<file path="src/prc_pkg.sv">
// Constants, field layouts and carrier types for the pin remap and change-notice block.
// Assumes a single 50 MHz system clock and a synchronous active-high reset.
`default_nettype none
package prc_pkg;
  localparam int NUM_RP = 25;
  localparam int NUM_CN_LOW = 16;
  localparam int NUM_CN_HIGH = 15;
  localparam int NUM_CN = NUM_CN_LOW + NUM_CN_HIGH;
  localparam int NUM_PIN_IN = 16;
  localparam int NUM_PIN_OUT = 32;
  localparam int SEL_W = 5;
  localparam logic [SEL_W-1:0] IN_MAP_RST = 5'h1f;
  localparam logic [SEL_W-1:0] OUT_MAP_RST = 5'h00;
  localparam logic [SEL_W-1:0] OUT_NULL = 5'h00;
  localparam logic LOCK_RST = 1'b0;
  localparam logic FLAG_RST = 1'b0;

  typedef struct packed {
    logic we;
    logic to_input;
    logic [SEL_W-1:0] idx;
    logic [SEL_W-1:0] val;
  } prc_map_wr_t;

  typedef struct packed {
    logic we;
    logic val;
  } prc_lock_wr_t;
endpackage
`default_nettype wire

</file>
<file path="src/prc_cn_cell.sv">
// Change-notice detector for a group of pins: synchroniser, latched level, hit.
// Assumes pads are asynchronous; the clock enable freezes every flop.
`timescale 1ns/1ps
`default_nettype none
module prc_cn_cell #(
  parameter int W = 16
) (
  input wire logic i_clk, // System clock
  input wire logic i_rst, // Synchronous reset
  input wire logic i_ce, // Clock enable
  input wire logic [W-1:0] i_pad, // Pad levels
  input wire logic [W-1:0] i_en, // Change enables
  output logic [W-1:0] o_hit // Enabled mismatch
);
  logic [W-1:0] sync1;
  logic [W-1:0] sync2;
  logic [W-1:0] last;
  logic seen1;
  logic seen2;
  logic primed;

  // Valid bits travel with the samples, so a pad held high through reset gives no false hit
  always_ff @(posedge i_clk) begin
    if (i_rst) begin
      sync1 <= '0;
      sync2 <= '0;
      seen1 <= 1'b0;
      seen2 <= 1'b0;
    end else if (i_ce) begin
      sync1 <= i_pad;
      sync2 <= sync1;
      seen1 <= 1'b1;
      seen2 <= seen1;
    end
  end

  // Latched level only moves with the clock, so a change made while stopped is seen later
  always_ff @(posedge i_clk) begin
    if (i_rst) begin
      last <= '0;
      primed <= 1'b0;
    end else if (i_ce) begin
      last <= sync2;
      primed <= seen2;
    end
  end

  assign o_hit = primed ? (i_en & (sync2 ^ last)) : '0;
endmodule
`default_nettype wire

</file>
<file path="src/prc_top.sv">
// Remappable pin selection with mapping lock, plus input change notification and pull-ups.
// Assumes all pad and peripheral inputs are synchronous to i_clk except the change pads.
`timescale 1ns/1ps
`default_nettype none
module prc_top (
  input wire logic i_clk, // System clock, 50 MHz
  input wire logic i_rst, // Synchronous reset, active high
  input wire logic i_ce, // Clock enable, freezes state when low
  input wire prc_pkg::prc_map_wr_t i_map_wr, // Mapping field write
  input wire prc_pkg::prc_lock_wr_t i_lock_wr, // Lock bit write
  input wire logic [prc_pkg::NUM_PIN_OUT-1:0] i_periph_out, // Peripheral outputs by number
  output logic [prc_pkg::NUM_PIN_IN-1:0] o_periph_in, // Mapped peripheral inputs
  input wire logic [prc_pkg::NUM_RP-1:0] i_pad_in, // Remappable pad levels
  input wire logic [prc_pkg::NUM_RP-1:0] i_analog_en, // Analog function on pin
  input wire logic [prc_pkg::NUM_RP-1:0] i_dir_in, // Pin direction bit, 1 is input
  input wire logic [prc_pkg::NUM_RP-1:0] i_gpio_out, // Port or parallel port data
  input wire logic [prc_pkg::NUM_RP-1:0] i_special_en, // Fixed special output active
  input wire logic [prc_pkg::NUM_RP-1:0] i_special_out, // Fixed special output data
  output logic [prc_pkg::NUM_RP-1:0] o_pad_out, // Pad output data
  output logic [prc_pkg::NUM_RP-1:0] o_pad_oe_n, // Pad output enable, low drives
  input wire logic [prc_pkg::NUM_CN-1:0] i_cn_pad, // Change-notice pad levels
  input wire logic [prc_pkg::NUM_CN_LOW-1:0] i_change_enable_low, // Change enables, low
  input wire logic [prc_pkg::NUM_CN_HIGH-1:0] i_change_enable_high, // Change enables, high
  input wire logic [prc_pkg::NUM_CN_LOW-1:0] i_pullup_enable_low, // Pull-up enables, low
  input wire logic [prc_pkg::NUM_CN_HIGH-1:0] i_pullup_enable_high, // Pull-up enables, high
  input wire logic i_cn_flag_clr, // Clear change flag
  output logic [prc_pkg::NUM_CN-1:0] o_pullup_en, // Pull-up controls
  output logic o_cn_flag, // Change-notice interrupt request
  output logic o_lock // Mapping lock state
);
  localparam logic [prc_pkg::SEL_W-1:0] RP_LIMIT = 5'(prc_pkg::NUM_RP);

  logic [prc_pkg::SEL_W-1:0] in_map [prc_pkg::NUM_PIN_IN];
  logic [prc_pkg::SEL_W-1:0] out_map [prc_pkg::NUM_RP];
  logic [prc_pkg::NUM_PIN_IN-1:0] next_periph_in;
  logic [prc_pkg::NUM_RP-1:0] next_pad_out;
  logic [prc_pkg::NUM_RP-1:0] next_pad_oe_n;
  logic [prc_pkg::NUM_CN_LOW-1:0] hit_low;
  logic [prc_pkg::NUM_CN_HIGH-1:0] hit_high;
  logic [prc_pkg::NUM_CN-1:0] cn_hit;
  logic map_open;

  assign map_open = i_map_wr.we && !o_lock;

  // Lock bit
  always_ff @(posedge i_clk) begin
    if (i_rst) begin
      o_lock <= prc_pkg::LOCK_RST;
    end else if (i_ce && i_lock_wr.we) begin
      o_lock <= i_lock_wr.val;
    end
  end

  // Input mapping fields, one select per peripheral input
  always_ff @(posedge i_clk) begin
    if (i_rst) begin
      for (int j = 0; j < prc_pkg::NUM_PIN_IN; j++) begin
        in_map[j] <= prc_pkg::IN_MAP_RST;
      end
    end else if (i_ce && map_open && i_map_wr.to_input) begin
      for (int j = 0; j < prc_pkg::NUM_PIN_IN; j++) begin
        if (i_map_wr.idx == 5'(j)) begin
          in_map[j] <= i_map_wr.val;
        end
      end
    end
  end

  // Output mapping fields, one select per remappable pin
  always_ff @(posedge i_clk) begin
    if (i_rst) begin
      for (int p = 0; p < prc_pkg::NUM_RP; p++) begin
        out_map[p] <= prc_pkg::OUT_MAP_RST;
      end
    end else if (i_ce && map_open && !i_map_wr.to_input) begin
      for (int p = 0; p < prc_pkg::NUM_RP; p++) begin
        if (i_map_wr.idx == 5'(p)) begin
          out_map[p] <= i_map_wr.val;
        end
      end
    end
  end

  // A single select field per input means two pins can never claim it
  always_comb begin
    next_periph_in = '0;
    for (int j = 0; j < prc_pkg::NUM_PIN_IN; j++) begin
      if (in_map[j] < RP_LIMIT) begin
        next_periph_in[j] = i_pad_in[in_map[j]] && !i_analog_en[in_map[j]];
      end
    end
  end

  // Pad priority: fixed special, then mapped output, then port data
  always_comb begin
    next_pad_out = '0;
    next_pad_oe_n = '1;
    for (int p = 0; p < prc_pkg::NUM_RP; p++) begin
      if (i_special_en[p]) begin
        next_pad_out[p] = i_special_out[p];
      end else if (out_map[p] != prc_pkg::OUT_NULL) begin
        next_pad_out[p] = i_periph_out[out_map[p]];
      end else begin
        next_pad_out[p] = i_gpio_out[p];
      end
      next_pad_oe_n[p] = !i_special_en[p] && i_dir_in[p];
    end
  end

  always_ff @(posedge i_clk) begin
    if (i_rst) begin
      o_periph_in <= '0;
      o_pad_out <= '0;
      o_pad_oe_n <= '1;
    end else if (i_ce) begin
      o_periph_in <= next_periph_in;
      o_pad_out <= next_pad_out;
      o_pad_oe_n <= next_pad_oe_n;
    end
  end

  // Change-notice pins stay on fixed pads, outside the remap path
  prc_cn_cell #(
    .W(prc_pkg::NUM_CN_LOW)
  ) u_cn_low (
    .i_clk(i_clk),
    .i_rst(i_rst),
    .i_ce(i_ce),
    .i_pad(i_cn_pad[prc_pkg::NUM_CN_LOW-1:0]),
    .i_en(i_change_enable_low),
    .o_hit(hit_low)
  );

  prc_cn_cell #(
    .W(prc_pkg::NUM_CN_HIGH)
  ) u_cn_high (
    .i_clk(i_clk),
    .i_rst(i_rst),
    .i_ce(i_ce),
    .i_pad(i_cn_pad[prc_pkg::NUM_CN-1:prc_pkg::NUM_CN_LOW]),
    .i_en(i_change_enable_high),
    .o_hit(hit_high)
  );

  assign cn_hit = {hit_high, hit_low};

  // Shared flag; a new change wins over a clear in the same cycle
  always_ff @(posedge i_clk) begin
    if (i_rst) begin
      o_cn_flag <= prc_pkg::FLAG_RST;
    end else if (i_ce) begin
      if (|cn_hit) begin
        o_cn_flag <= 1'b1;
      end else if (i_cn_flag_clr) begin
        o_cn_flag <= 1'b0;
      end
    end
  end

  // Software must clear a pull-up bit when its pin is an output
  always_ff @(posedge i_clk) begin
    if (i_rst) begin
      o_pullup_en <= '0;
    end else if (i_ce) begin
      o_pullup_en <= {i_pullup_enable_high, i_pullup_enable_low};
    end
  end
endmodule
`default_nettype wire
</file>
<file path="config.mk">
export PLATFORM = sky130hd
export DESIGN_NAME = prc_top
export DESIGN_NICKNAME = d
export VERILOG_FILES = /design/src/prc_pkg.sv /design/src/prc_cn_cell.sv /design/src/prc_top.sv
export SDC_FILE = /design/constraint.sdc
export NUM_CORES = 1
export LEC_CHECK = 0
export BUFFER_PORTS_ARGS = -buffer_cell sky130_fd_sc_hd__buf_2
export CORE_MARGIN = 2
export CORE_UTILIZATION = 49
export DETAILED_ROUTE_END_ITERATION = 8
export GPL_ROUTABILITY_DRIVEN = 1
export PLACE_DENSITY = 0.71
export SLEW_MARGIN = 20
export SYNTH_ARGS = -nofsm -noshare
export SYNTH_HDL_FRONTEND = slang
export SYNTH_SLANG_ARGS = --single-unit
</file>
<file path="constraint.sdc">
create_clock -name i_clk -period 5.3 [get_ports i_clk]
set_input_delay 0.795 -clock i_clk [delete_from_list [all_inputs] [get_ports i_clk]]
set_output_delay 0.795 -clock i_clk [all_outputs]
set_load 0.1 [all_outputs]
</file>
==> After elaboration in Yosys (flattened, before gate mapping) <==
Memories as Yosys holds them, arrays and structs flattened.
Cells that the tools add are included.
{ "totals": {"mem_bits_rw": 205, "word_cells": 636, "memories": 2, "in_bits": 293, "output_inout_bits": 99, "regBits": 195} }
{ "op_classes": {"muxes": 375, "bitwise_logic": 45, "reduce_logical": 118, "eq_ne": 24, "n_lt_le_gt_ge": 57} }
{ "mem_list": {"columns": ["memory", "words", "word_bits", "read_ports", "rd_ports_with_merged_regs", "wr", "line_no", "source"], "rows": [
  ["out_map", 25, 5, 25, 0, 25, "prc_top.sv:34", "logic [prc_pkg::SEL_W-1:0] out_map [prc_pkg::NUM_RP];"],
  ["in_map", 16, 5, 16, 0, 16, "prc_top.sv:33", "logic [prc_pkg::SEL_W-1:0] in_map [prc_pkg::NUM_PIN_IN];"]
]} }
{ "ops": {"columns": ["operator", "n"], "rows": [
  ["binary-select mux 1 bit (select 5 bit)", 57],
  ["2-to-1 mux 1 bit", 275],
  ["< comparator 5 x 6 -> 1 bit (second input constant)", 41],
  ["2-to-1 mux 5 bit", 41],
  ["nonzero test 5 bit", 25],
  ["< comparator 5 bit (second input constant)", 16],
  ["logical AND 1 bit", 46],
  ["equality test 5 bit (second input constant)", 9],
  ["logical NOT 1 bit", 43],
  ["bitwise OR 1 bit", 41],
  ["equality test 5 x 4 -> 1 bit (second input constant)", 8],
  ["OR reduction 31 bit", 1],
  ["equality test 5 x 3 -> 1 bit (second input constant)", 4],
  ["AND 16 bit", 1],
  ["2-to-1 mux 16 bit", 1],
  ["XOR 16 bit", 1],
  ["AND 15 bit", 1],
  ["2-to-1 mux 15 bit", 1],
  ["XOR 15 bit", 1],
  ["equality test 5 x 2 -> 1 bit (second input constant)", 2],
  ["equality test 5 x 1 -> 1 bit (second input constant)", 1],
  ["logical NOT 5 bit", 1],
  ["AND reduction 2 bit", 1],
  ["nonzero test 2 bit", 1]
]} }

==> Depth between registers and ports, before layout <==
{ "logic_depth": {"ltp_word": 8, "mapped_depth": 8, "ltp_nobuf": 6} }

==> Cells and area by module <==
Synthesis repeated with hierarchy kept, for this count alone.
{ "hier_totals": {"hier_cells": 2193, "area_unflattened_um2": 25964.9} }
{ "by_module_without_submodules": {"columns": ["module", "cells_per_inst", "instances", "area_per_inst_um2", "seq_area_each_um2"], "rows": [
  ["prc_top", 1809, 1, 21937.3, 8137.8],
  ["prc_cn_cell (u_cn_low)", 198, 1, 2075.7, 1021.0],
  ["prc_cn_cell (u_cn_high)", 186, 1, 1951.9, 960.9]
]} }

==> Worst setup path before layout <==
No wires, ideal clock.
{ "synth_path": {"path_kind": "input to register", "from": "input i_ce", "to": "memory out_map[1][20] (netlist bit), enable pin", "setup_ns": 0.376, "path_slack_ns": 2.624, "path_buffers": 1, "path_stages": 6, "arrival_time_ns": 2.300, "t_required_ns": 4.924, "path_cell_list": "buf_2 > nor2b_1 > nand3b_1 > nor3b_1 > nand2_1 > o31ai_1"} }
{ "synth_rtl": {"columns": ["element", "line_no", "source"], "rows": [
  ["start, declared", "prc_top.sv:8", "input wire logic i_ce,"],
  ["end, declared", "prc_top.sv:34", null]
]} }

==> flow_summary.yaml <==
worst_setup_path:
  path_class: "input pin to flip-flop"
  cpPeakStageDelay_ps: 760
  crit_slowest_cell: "o31ai_1"
  crit_fanout: 43
  worst_ep_required_time_ps: 5510
  r2r_slack_ps: 2710
  path_cells: "buf_8, nor2b_1, nand3b_1, nor3b_1, buf_4, nand2_1, o31ai_1"
  end_kind: "flip-flop"
  critPathArrivalTime_ps: 2930
  startpoint_type: "input pin"
sta:
  hold_viol_final: 0
  whs_ps: 422.7
  period_share: 0.5134
  setup_ws_ps: 2579
  slew_headroom: 0.1943
  tightest_slew_ps: 1203
  setup_tns_ps: 0
  slew_violations: 0
  fin_skew_ps: 18.95
  max_freq_ghz: 0.3675
  setup_viol: 0
  rsz0062_at_grt: "no"
  layout_min_cycle_time_ps: 2721
floorplanning:
  start_util: 0.4934
  rows: 83
  die_height_um: 230.8
  boundaryPins: 392
  dieArea_um2: 53280
  core_um2: 51090
  die_w_um: 230.8
synth:
  synth_enable_flop_cells: 205
  yosysWarnings: 0
  ys_ff_latch: 400
  synth_top_area_share: 0.2636
  synth_ff_type: "edfxtp_1"
  yosysSeqAreaShare: 0.3991
  synthSimpleGateAreaFrac: 0.1110
  synth_top_family_by_area: "multiplexers"
  synth_fa_ha_area_frac: 0
  synth.most_common_cell: "mux4_2"
  synthDistinctLibCells: 60
  synth_largest_area_cell: "mux4_2"
  netlist_top_cells_area: "mux4_2 26%, edfxtp_1 24%, dfxtp_1 15%, mux2i_1 7.4%, nor2_1 4.1%"
  synth-compound-area-share: 0.07341
  synthesis.area_um2: 25210
  synth_xor_area_frac: 0.01077
  synthMuxAreaShare: 0.3588
  syn_avg_cell_area_um2: 11.89
  netlist_instances: 2120
  syn-num-nets: 2413
  async_flop_share: 0
  synth_common_cells: "295 x mux4_2, 274 x nor2_1, 205 x edfxtp_1"
outcome:
  outcome: "finished clean"
cts:
  postCtsHoldBufs: 0
  h-tree-depth: 2
  cts_root_buf: "clkbuf_16"
  cts_tree: "built"
  numCtsBuffers: 44
  clock_path_buffers: 3
  path_clk_slew_ps: 60
  post_cts_buffers: 0
  clock_latency_ps: 590
  cts.sink_count: 400
  cts.repair.resized: 0
grt:
  grt_max_degree: 154
  grt_pass1_wl_mm: 121.6
  overflow: 0
  gr-usage-all-layers: 0.3052
  antenna_found_initial: 12
  grt_pass1_vias: 19910
worst_hold_path:
  hp-class: "input pin to flip-flop"
place:
  place_ws_ps: 2081
  place_area_um2: 27160
  hpwlAfterDp_mm: 52.71
  port_buffers: 390
  gp_congestion: 0.8942
detailed_routing:
  drt_iter0_drc: 2843
  wl_per_cell_um: 27.47
  ant_nets: 0
  first_pass_iters: 6
  vias_per_cell: 6.794
  routed_wl_mm: 83.82
  vias: 20730
  drc: 0
final_layout:
  drive_gt1_frac: 0.3422
  fillers: 4178
  layout.nets: 2624
  fin_area_um2: 28630
  area_growth_pct: 13.58
power_and_ir_drop:
  p_leak_nw: 11.05
  ir_worst_vdd_mv: 0.1978
  power_mw: 8.418
  power_density_nw_per_um2: 294.0
flow_run:
  cap_violations: 0
-- cell families (layout without fill, tap and decap cells) --
group / count (synthesis) / after routing
DFF: 400 / 400
and+or+nand+nor: 618 / 618
other: 0 / 7
buffers and inverters: 279 / 523
AOI/OAI and AO/OA: 287 / 287
muxes: 505 / 505
xor gates and xnor gates: 31 / 31
-- layout make-up --
class / instances / area, um2 / area share
Antenna cell: 7 / 17.52 / 0.0006118
Clock buffer: 61 / 1250 / 0.04366
Clock inverter: 18 / 200.2 / 0.006992
Inverter: 31 / 116.4 / 0.004064
Multi-Input combinational cell: 1441 / 13980 / 0.4884
Sequential cell: 400 / 10060 / 0.3514
Tap cell: 680 / 850.8 / 0.02972
Timing Repair Buffer: 413 / 2153 / 0.07521
-- power breakdown --
part	internal [mW]	total [mW]	leakage (nW)	switching [mW]
clock	1.81	3.11	0.716	1.30
combinational	0.645	1.71	6.71	1.07
sequential	3.41	3.60	3.63	0.189
total	5.86	8.42	11.1	2.56
-- stage by stage --
stage | utilization | instances
after detailed placement | 0.5316 | 2965
after global routing | 0.5602 | 3049
final | 0.5603 | 3051
after global placement | 0.5316 | 2965
after CTS | 0.5600 | 3044
after floorplan | - | 2120
-- worst paths after layout --
check / startpoint / endpoint / cells after the start
setup reg to reg: o_lock / out_map[1][21] / 6
hold / removal: i_special_en[13] / o_pad_oe_n[13] / 2
hold reg to reg: o_periph_in[14] / o_periph_in[14] / 2
setup / recovery: i_ce / out_map[1][21] / 7
-- placed cells by master, fill, tap and decap left out, drive strengths merged, types with 5 or more instances in the layout --
| master | count |
|---|---|
| nor2 | 274 |
| inv | 34 |
| nand3 | 27 |
| a21oi | 92 |
| diode | 7 |
| a21o | 6 |
| nor2b | 48 |
| o32ai | 8 |
| mux4 | 313 |
| xor2 | 31 |
| mux2 | 5 |
| o21ai | 51 |
| and3 | 14 |
| edfxtp | 205 |
| or2 | 5 |
| o31a | 13 |
| o31ai | 13 |
| mux2i | 187 |
| o211ai | 16 |
| a22oi | 8 |
| nand3b | 13 |
| clkbuf | 61 |
| nand2 | 178 |
| a311oi | 14 |
| nand2b | 8 |
| clkinv | 11 |
| dfxtp | 195 |
| nor3 | 36 |
| a211oi | 34 |
| buf | 413 |
| a31oi | 13 |
-- worst max-delay path: cells and delay by family --
kind	cells	cell delay [ps]
simple gates	4	830
compound gates	1	760
buf+inv	2	490
-- state kept, by name, indices dropped and copies added (netlist names) --
name,cells
u_cn_low.sync2,16
o_cn_flag,1
o_lock,1
in_map,80
o_periph_in,16
u_cn_high.last,15
u_cn_high.sync1,15
o_pullup_en,31
u_cn_high.seen2,1
u_cn_high.primed,1
o_pad_oe_n,25
u_cn_high.sync2,15
o_pad_out,25
u_cn_low.last,16
out_map,125
u_cn_high.seen1,1
u_cn_low.sync1,16
-- layer usage --
layer / share of wire / vias to the layer above / global-route usage
li1: - / 8548 / -
met1: 0.33 / 9873 / 0.3773
met2: 0.46 / 1881 / 0.4798
met3: 0.15 / 415 / 0.09573
met4: 0.059 / 10 / 0.1617
met5: 0.0010 / - / 0.009191
Power figures use the tool's default switching activity.
